$ cat src/common/radio_cmd_pkg.sv
package radio_cmd_pkg;

  // opcodes
  localparam logic [7:0] OP_POWER_UP   = 8'h01;
  localparam logic [7:0] OP_REVISION   = 8'h10;
  localparam logic [7:0] OP_POWER_DOWN = 8'h11;
  localparam logic [7:0] OP_SET_PROP   = 8'h12;
  localparam logic [7:0] OP_GET_PROP   = 8'h13;
  localparam logic [7:0] OP_INT_STATUS = 8'h14;

  // argument counts
  localparam logic [2:0] ARGS_POWER_UP = 3'h2;
  localparam logic [2:0] ARGS_SET_PROP = 3'h5;
  localparam logic [2:0] ARGS_GET_PROP = 3'h3;
  localparam logic [2:0] ARGS_NONE     = 3'h0;

  // response byte counts after status
  localparam logic [3:0] RESP_REVISION = 4'h8;
  localparam logic [3:0] RESP_GET_PROP = 4'h3;
  localparam logic [3:0] RESP_NONE     = 4'h0;

  // status byte fields
  localparam int STAT_CTS_BIT = 7;
  localparam int STAT_ERR_BIT = 6;

  // argument slot positions
  localparam logic [2:0] ARG_PROP_HI  = 3'h2;
  localparam logic [2:0] ARG_PROP_LO  = 3'h3;
  localparam logic [2:0] ARG_VAL_HI   = 3'h4;
  localparam logic [2:0] ARG_VAL_LO   = 3'h5;

  // processing latency between last argument and ready
  localparam int EXEC_CYCLES = 4;

  typedef enum logic [2:0] {
    ST_IDLE = 3'b001,
    ST_ARGS = 3'b010,
    ST_EXEC = 3'b100
  } cmd_state_t;

endpackage

$ cat src/radio_cmd_core_handler.sv
`timescale 1ns/1ps
// Overview of operation
// - revision query replies status then eight identity bytes in fixed order
// - opcode 0x11 takes no arguments, replies status only, enters powerdown
// - in powerdown only power-up is accepted; others get no reply at all
// - clear-to-send set after each command; host waits for it before next
// - opcode 0x12 takes zero, id high, id low, value high, value low
// - property read replies zero, then value high, then value low
// - opcode 0x14 refreshes status bits 6:0 from current error and flags
// - status: bit7 ready, bit6 error, 3..0 quality, alert, audio, tune flags
// - opcode 0x01 boots the device, sole path from powerdown to powerup
module radio_cmd_core_handler
  import radio_cmd_pkg::*;
#(
  parameter int         EXEC_LEN          = EXEC_CYCLES,
  parameter logic [7:0] PART_DIGITS       = 8'h00, // arbitrary
  parameter logic [7:0] FIRMWARE_MAJOR    = 8'h31, // arbitrary
  parameter logic [7:0] FIRMWARE_MINOR    = 8'h30, // arbitrary
  parameter logic [7:0] PATCH_ID_HIGH     = 8'h00, // arbitrary
  parameter logic [7:0] PATCH_ID_LOW      = 8'h00, // arbitrary
  parameter logic [7:0] COMPONENT_MAJOR   = 8'h31, // arbitrary
  parameter logic [7:0] COMPONENT_MINOR   = 8'h30, // arbitrary
  parameter logic [7:0] SILICON_REVISION  = 8'h41  // arbitrary
) (
  // clock and reset
  input  wire logic        clk_sys,
  input  wire logic        sys_rst,
  // command byte stream from the serial front end
  input  wire logic        wr_valid,
  input  wire logic [7:0]  wr_data,
  // reply byte stream to the serial front end
  input  wire logic        rd_req,
  output logic             rd_valid,
  output logic [7:0]       rd_data,
  // event sources for the status flags
  input  wire logic        signal_quality_irq_flag,
  input  wire logic        alert_message_irq_flag,
  input  wire logic        audio_quality_irq_flag,
  input  wire logic        tune_complete_irq_flag,
  input  wire logic        error_event,
  // property store port
  output logic             prop_wr,
  output logic             prop_rd,
  output logic [15:0]      prop_id,
  output logic [15:0]      prop_wdata,
  input  wire logic [15:0] prop_rdata,
  // mode and pacing
  output logic             powered_up,
  output logic             boot_start,
  output logic             clear_to_send
);

  // the countdown is eight bits wide and needs at least one cycle
  if (EXEC_LEN < 1 || EXEC_LEN > 255) begin : g_bad_exec_len
    $error("EXEC_LEN out of range");
  end

  localparam logic [7:0] EXEC_LOAD = 8'(EXEC_LEN - 1);

  cmd_state_t  state_q;
  logic [7:0]  opcode_q;
  logic [2:0]  arg_need_q;
  logic [2:0]  arg_idx_q;
  logic [7:0]  exec_cnt_q;
  logic [6:0]  stat_low_q;
  logic [7:0]  prop_hi_q;
  logic [7:0]  val_hi_q;
  logic [3:0]  resp_len_q;
  logic [3:0]  resp_idx_q;
  logic        reply_on_q;
  logic [2:0]  need_d;
  logic        known_d;
  logic        take_cmd;
  logic        exec_done;
  logic [7:0]  reply_byte;

  ////////////////////////////////////////////////////////////////////////////
  // opcode decode

  always_comb begin
    known_d = 1'b1;
    case (wr_data)
      OP_POWER_UP:   need_d = ARGS_POWER_UP;
      OP_SET_PROP:   need_d = ARGS_SET_PROP;
      OP_GET_PROP:   need_d = ARGS_GET_PROP;
      OP_REVISION,
      OP_POWER_DOWN,
      OP_INT_STATUS: need_d = ARGS_NONE;
      default: begin
        need_d  = ARGS_NONE;
        known_d = 1'b0;
      end
    endcase
  end

  // powered down: only the power-up opcode is even looked at
  assign take_cmd = (state_q == ST_IDLE) && clear_to_send && wr_valid &&
                    (powered_up || wr_data == OP_POWER_UP);
  assign exec_done = (state_q == ST_EXEC) && (exec_cnt_q == 8'h00);

  ////////////////////////////////////////////////////////////////////////////
  // command sequencer

  always_ff @(posedge clk_sys) begin
    if (sys_rst) begin
      state_q    <= ST_IDLE;
      opcode_q   <= 8'h00;
      arg_need_q <= 3'h0;
      arg_idx_q  <= 3'h0;
      exec_cnt_q <= 8'h00;
    end else begin
      case (state_q)
        ST_IDLE: begin
          if (take_cmd) begin
            opcode_q   <= known_d ? wr_data : 8'hff;
            arg_need_q <= need_d;
            arg_idx_q  <= 3'h1;
            exec_cnt_q <= EXEC_LOAD;
            state_q    <= (need_d == ARGS_NONE) ? ST_EXEC : ST_ARGS;
          end
        end
        ST_ARGS: begin
          if (wr_valid) begin
            arg_idx_q <= arg_idx_q + 3'h1;
            if (arg_idx_q == arg_need_q) state_q <= ST_EXEC;
          end
        end
        ST_EXEC: begin
          if (exec_cnt_q != 8'h00) exec_cnt_q <= exec_cnt_q - 8'h01;
          else state_q <= ST_IDLE;
        end
        default: state_q <= ST_IDLE;
      endcase
    end
  end

  // argument capture, high byte first
  always_ff @(posedge clk_sys) begin
    if (sys_rst) begin
      prop_hi_q  <= 8'h00;
      val_hi_q   <= 8'h00;
      prop_id    <= 16'h0000;
      prop_wdata <= 16'h0000;
    end else if (state_q == ST_ARGS && wr_valid) begin
      case (arg_idx_q)
        ARG_PROP_HI: prop_hi_q  <= wr_data;
        ARG_PROP_LO: prop_id    <= {prop_hi_q, wr_data};
        ARG_VAL_HI:  val_hi_q   <= wr_data;
        ARG_VAL_LO:  prop_wdata <= {val_hi_q, wr_data};
        default: ;
      endcase
    end
  end

  ////////////////////////////////////////////////////////////////////////////
  // execution effects

  always_ff @(posedge clk_sys) begin
    if (sys_rst) begin
      prop_wr    <= 1'b0;
      prop_rd    <= 1'b0;
      boot_start <= 1'b0;
      powered_up <= 1'b0;
    end else begin
      prop_wr    <= exec_done && opcode_q == OP_SET_PROP;
      prop_rd    <= (state_q == ST_ARGS) && wr_valid && opcode_q == OP_GET_PROP &&
                    arg_idx_q == arg_need_q;
      boot_start <= exec_done && opcode_q == OP_POWER_UP;
      if (exec_done && opcode_q == OP_POWER_UP) powered_up <= 1'b1;
      if (exec_done && opcode_q == OP_POWER_DOWN) powered_up <= 1'b0;
    end
  end

  // ready only once execution has finished
  always_ff @(posedge clk_sys) begin
    if (sys_rst) clear_to_send <= 1'b1;
    else if (take_cmd) clear_to_send <= 1'b0;
    else if (exec_done) clear_to_send <= 1'b1;
  end

  // status low bits are a snapshot, refreshed only by the refresh command;
  // error also latches for unknown opcodes
  always_ff @(posedge clk_sys) begin
    if (sys_rst) stat_low_q <= 7'h00;
    else if (exec_done && opcode_q == OP_INT_STATUS) begin
      stat_low_q <= {error_event, 2'b00, signal_quality_irq_flag,
                     alert_message_irq_flag, audio_quality_irq_flag,
                     tune_complete_irq_flag};
    end else if (exec_done && opcode_q == 8'hff) begin
      stat_low_q[STAT_ERR_BIT] <= 1'b1;
    end
  end

  ////////////////////////////////////////////////////////////////////////////
  // reply stream

  always_comb begin
    reply_byte = 8'h00;
    if (resp_idx_q == 4'h0) begin
      reply_byte = {clear_to_send, stat_low_q};
    end else if (opcode_q == OP_REVISION) begin
      case (resp_idx_q)
        4'h1:    reply_byte = PART_DIGITS;
        4'h2:    reply_byte = FIRMWARE_MAJOR;
        4'h3:    reply_byte = FIRMWARE_MINOR;
        4'h4:    reply_byte = PATCH_ID_HIGH;
        4'h5:    reply_byte = PATCH_ID_LOW;
        4'h6:    reply_byte = COMPONENT_MAJOR;
        4'h7:    reply_byte = COMPONENT_MINOR;
        4'h8:    reply_byte = SILICON_REVISION;
        default: reply_byte = 8'h00;
      endcase
    end else if (opcode_q == OP_GET_PROP) begin
      case (resp_idx_q)
        4'h2:    reply_byte = prop_rdata[15:8];
        4'h3:    reply_byte = prop_rdata[7:0];
        default: reply_byte = 8'h00;
      endcase
    end
  end

  // reply opens at each accepted command; rejected bytes never open one
  always_ff @(posedge clk_sys) begin
    if (sys_rst) begin
      reply_on_q <= 1'b0;
      resp_len_q <= RESP_NONE;
      resp_idx_q <= 4'h0;
      rd_valid   <= 1'b0;
      rd_data    <= 8'h00;
    end else begin
      rd_valid <= 1'b0;
      if (take_cmd) begin
        reply_on_q <= 1'b1;
        resp_idx_q <= 4'h0;
        resp_len_q <= (wr_data == OP_REVISION) ? RESP_REVISION :
                      (wr_data == OP_GET_PROP) ? RESP_GET_PROP : RESP_NONE;
      end else if (rd_req && reply_on_q) begin
        rd_valid <= 1'b1;
        rd_data  <= reply_byte;
        if (clear_to_send && resp_idx_q < resp_len_q) resp_idx_q <= resp_idx_q + 4'h1;
        else if (clear_to_send) reply_on_q <= 1'b0;
      end
    end
  end

endmodule // radio_cmd_core_handler

$ cat config.mk
export PLATFORM = sky130hd
export DESIGN_NAME = radio_cmd_core_handler
export DESIGN_NICKNAME = d
export VERILOG_FILES = /design/src/common/radio_cmd_pkg.sv /design/src/radio_cmd_core_handler.sv
export SDC_FILE = /design/constraint.sdc
export NUM_CORES = 1
export LEC_CHECK = 0
export ABC_AREA = 1
export BUFFER_PORTS_ARGS = -buffer_cell sky130_fd_sc_hd__buf_2
export CORE_MARGIN = 5
export CORE_UTILIZATION = 35
export CTS_CLUSTER_SIZE = 12
export DETAILED_ROUTE_END_ITERATION = 10
export PLACE_DENSITY = 0.62
export SLEW_MARGIN = 20
export SYNTH_ARGS = -nofsm -noshare
export SYNTH_HDL_FRONTEND = slang
export SYNTH_SLANG_ARGS = --single-unit
export TNS_END_PERCENT = 100
$ cat constraint.sdc
create_clock -name clk_sys -period 1.8 [get_ports clk_sys]
set_input_delay 0.27 -clock clk_sys [delete_from_list [all_inputs] [get_ports clk_sys]]
set_output_delay 0.27 -clock clk_sys [all_outputs]
set_load 0.02 [all_outputs]
==> flow_metrics.tcl <==
set metrics [dict create \
    status "finished clean" \
    min_period_ns 1.70 \
    die_w_um 124 \
    peakVddDrop_mv 0.478 \
    slew_violations 0 \
    setup_viol 0 \
    initial_core_util 0.359 \
    wire_per_inst_um 13.7 \
    grt_busiest_layer "met2" \
    seq_area_frac_synth 0.449 \
    met3_usage 0.0391 \
    cpMostUsedCell "nand2_1" \
    synth.area.top_cells "dfxtp_1, nand2_1, a21oi_1" \
    met2_usage 0.262 \
    port_buffers 78 \
    grt_usage 0.159 \
    power.share.clock 0.410 \
    synthesis.nets 661 \
    cp_top_family "simple AND/OR/NAND/NOR gates" \
    viasPerCell 4.90 \
    synth.distinct_cells 35 \
    rsz0062_at_grt "false" \
    cp_slowest_cell "dfxtp_1" \
    drc 0 \
    syn-cell-area_um2 4550 \
    cts_hold_buffers 0 \
    clock_path_buffers 2 \
    crit_buf_inv 1 \
    clk_latency_ns 0.35 \
    fin_crit_sh 0.942 \
    area_growth_syn_to_layout_pct 21.2 \
    synth_ff_type "dfxtp_1" \
    ys_ff_latch 102 \
    num_rows 41 \
    pwr-share-comb 0.155 \
    startpoint "resp_len_q[1]" \
    drive_gt1_frac 0.203 \
    cp.depth 11 \
    synth-edff-count 0 \
    cts.sinks 102 \
    die_h_um 124 \
    hold_viol_final 0 \
    drtIter0Drc 243 \
    worstSetupEndpointType "flip-flop" \
    clkTransAtPathRegs_ns 0.07 \
    rr_worst_depth 11 \
    grt_pass1_wl_um 19400 \
    leakagePower_nw 2.47 \
    p_per_area_nw_per_um2 978 \
    synth_top_cell_area_share 0.449 \
    root_buffer "clkbuf_16" \
    coreArea_um2 12700 \
    htreeDepth 3 \
    grtUsageMet1 0.204 \
    start_kind "flip-flop" \
    hp-class "in2reg" \
    hp-start "alert_message_irq_flag" \
    cp.arrival_ns 1.99 \
    r2r_setup_slack_ns 0.10 \
    timing.rr.start "resp_len_q[1]" \
    crit_chain "inv_1, ha_1, nand2_1, nand2_1, nand2_1, nand3_1, nand2_1, nand2_1, a21oi_1, nand2_1, nand2_1" \
    ant_nets 0 \
    p_switching_mw 1.47 \
    ios 79 \
    crit_type "reg2reg" \
    n_antenna_cell 0 \
    synth.largest_area_cell "dfxtp_1" \
    cts_resized 0 \
    final_util 0.435 \
    max-cap-violations 0 \
    slowest_delay_ns 0.33 \
    routed_wl_um 12000 \
    max_slew_margin 0.646 \
    die_area_um2 15400 \
    internal_power_mw 3.93 \
    cts_setup_buffers 0 \
    syn_area_per_cell_um2 7.38 \
    fin_nets 743 \
    overflow 0 \
    cts_tree "yes" \
    dr.pass1.iters 4 \
    fin_tns_setup_ns 0 \
    antenna_found_initial 0 \
    yosys_warnings 0 \
    tightest_slew_ns 0.530 \
    total_power_mw 5.40 \
    power_frac_seq 0.435 \
    grt_max_degree 25 \
    finClkSkew_ns 0.0150 \
    first_global_vias 4118 \
    synth_cells 617 \
    synthArstFlopShare 0 \
    gp_congestion 0.841 \
    path_max_fanout 6 \
    place_hpwl_um 8800 \
    cp.required_ns 2.09 \
    cts_made_buffers 9 \
    swShare 0.272 \
    dr_total_vias 4290 \
    max_freq_mhz 589 \
]
[tightest hold or removal path, delay by kind of cell]
kind / cells / cell delay [ns]
AOI/OAI and AO/OA: 1 / 0.08
and+or+nand+nor: 1 / 0.08
buffers and inverters: 1 / 0.07
[worst min path at each step]
stage / endpoint / slack, ns / cells after the start
after CTS: stat_low_q[2] / 0.17 / 3
after floorplan: exec_cnt_q[0] / 0.40 / 1
final: stat_low_q[2] / 0.19 / 3
after detailed placement: exec_cnt_q[0] / 0.42 / 1
after global routing: stat_low_q[1] / 0.20 / 3
after global placement: exec_cnt_q[0] / 0.41 / 1
[state kept, by name (all words and copies together), names as in the netlist, 4 cells and up, named ones only]
register / cells
prop_id: 16
prop_wdata: 16
exec_cnt_q: 8
opcode_q: 8
prop_hi_q: 8
rd_data: 8
val_hi_q: 8
stat_low_q: 5
resp_idx_q: 4
[area by class of cell]
type / instances / area (µm²)
fill: 1339 / 7150
multi-input combinational: 428 / 2170
sequential: 102 / 2040
timing repair buffer: 93 / 503
clock buffer: 12 / 267
inverter: 65 / 245
tap: 172 / 215
clock inverter: 4 / 77.6
[synth_stat cells, types with 3 or more instances]
library cell	number
nand4_1	13
a21oi_1	86
ha_1	11
nand2_4	5
nand2_1	116
nand3_1	43
buf_2	8
inv_2	10
xnor2_1	5
nor3_1	10
o21ai_0	50
clkbuf_1	12
a31oi_1	3
nand2_2	5
nor2_1	59
dfxtp_1	102
inv_1	55
[power groups by stage]
stage / clock [mW] / combinational (mW) / sequential (mW)
3_5_place_dp: 0 / 0.826 / 2.40
6_report: 2.21 / 0.836 / 2.35
3_3_place_gp: 0 / 0.803 / 2.40
2_1_floorplan: 0 / 0.645 / 2.40
4_1_cts: 2.26 / 0.831 / 2.35
5_1_grt: 2.37 / 0.946 / 2.35
[stage by stage]
stage	cell area [µm²]	setup slack, ns	std cells	hold slack [ns]
2_1_floorplan	4550	0.266	617	0.403
3_3_place_gp	5160	0.130	860	0.410
3_5_place_dp	5160	0.0775	860	0.425
4_1_cts	5510	0.105	876	0.172
5_1_grt	5520	0.00504	876	0.201
6_report	5520	0.104	876	0.185
[cell families (layout without fill, tap and decap cells)]
family / after synthesis / after routing / synth area share
and+or+nand+nor: 266 / 266 / 0.270
AOI/OAI and AO/OA: 146 / 146 / 0.164
DFF: 102 / 102 / 0.449
buffers and inverters: 87 / 174 / 0.0772
adders and majority gates: 11 / 11 / 0.0302
xor gates and xnor gates: 5 / 5 / 0.00962
[cells in the final DEF, fill, tap and decap left out, drive strengths merged]
master  Yosys  final
a211oi      1      1
a21boi      1      1
a21oi      86     86
a31oi       3      3
buf        10     93
bufinv      0      2
clkbuf     12     12
clkinv      0      3
dfxtp     102    102
ha         11     11
inv        65     64
nand2     126    126
nand3      46     46
nand3b      1      1
nand4      13     13
nor2       63     63
nor3       12     12
nor3b       1      1
nor4        2      2
o211ai      1      1
o21a        1      1
o21ai      52     52
o22ai       1      1
or2         2      2
xnor2       5      5
[metal layers]
metal / part of all wire / vias up
met2: 0.45 / 117
met3: 0.055 / 16
li1: - / 2197
met1: 0.47 / 1960
met4: 0.016 / 0
met5: 0 / -
Note: power is estimated with default switching activity, not from simulation.
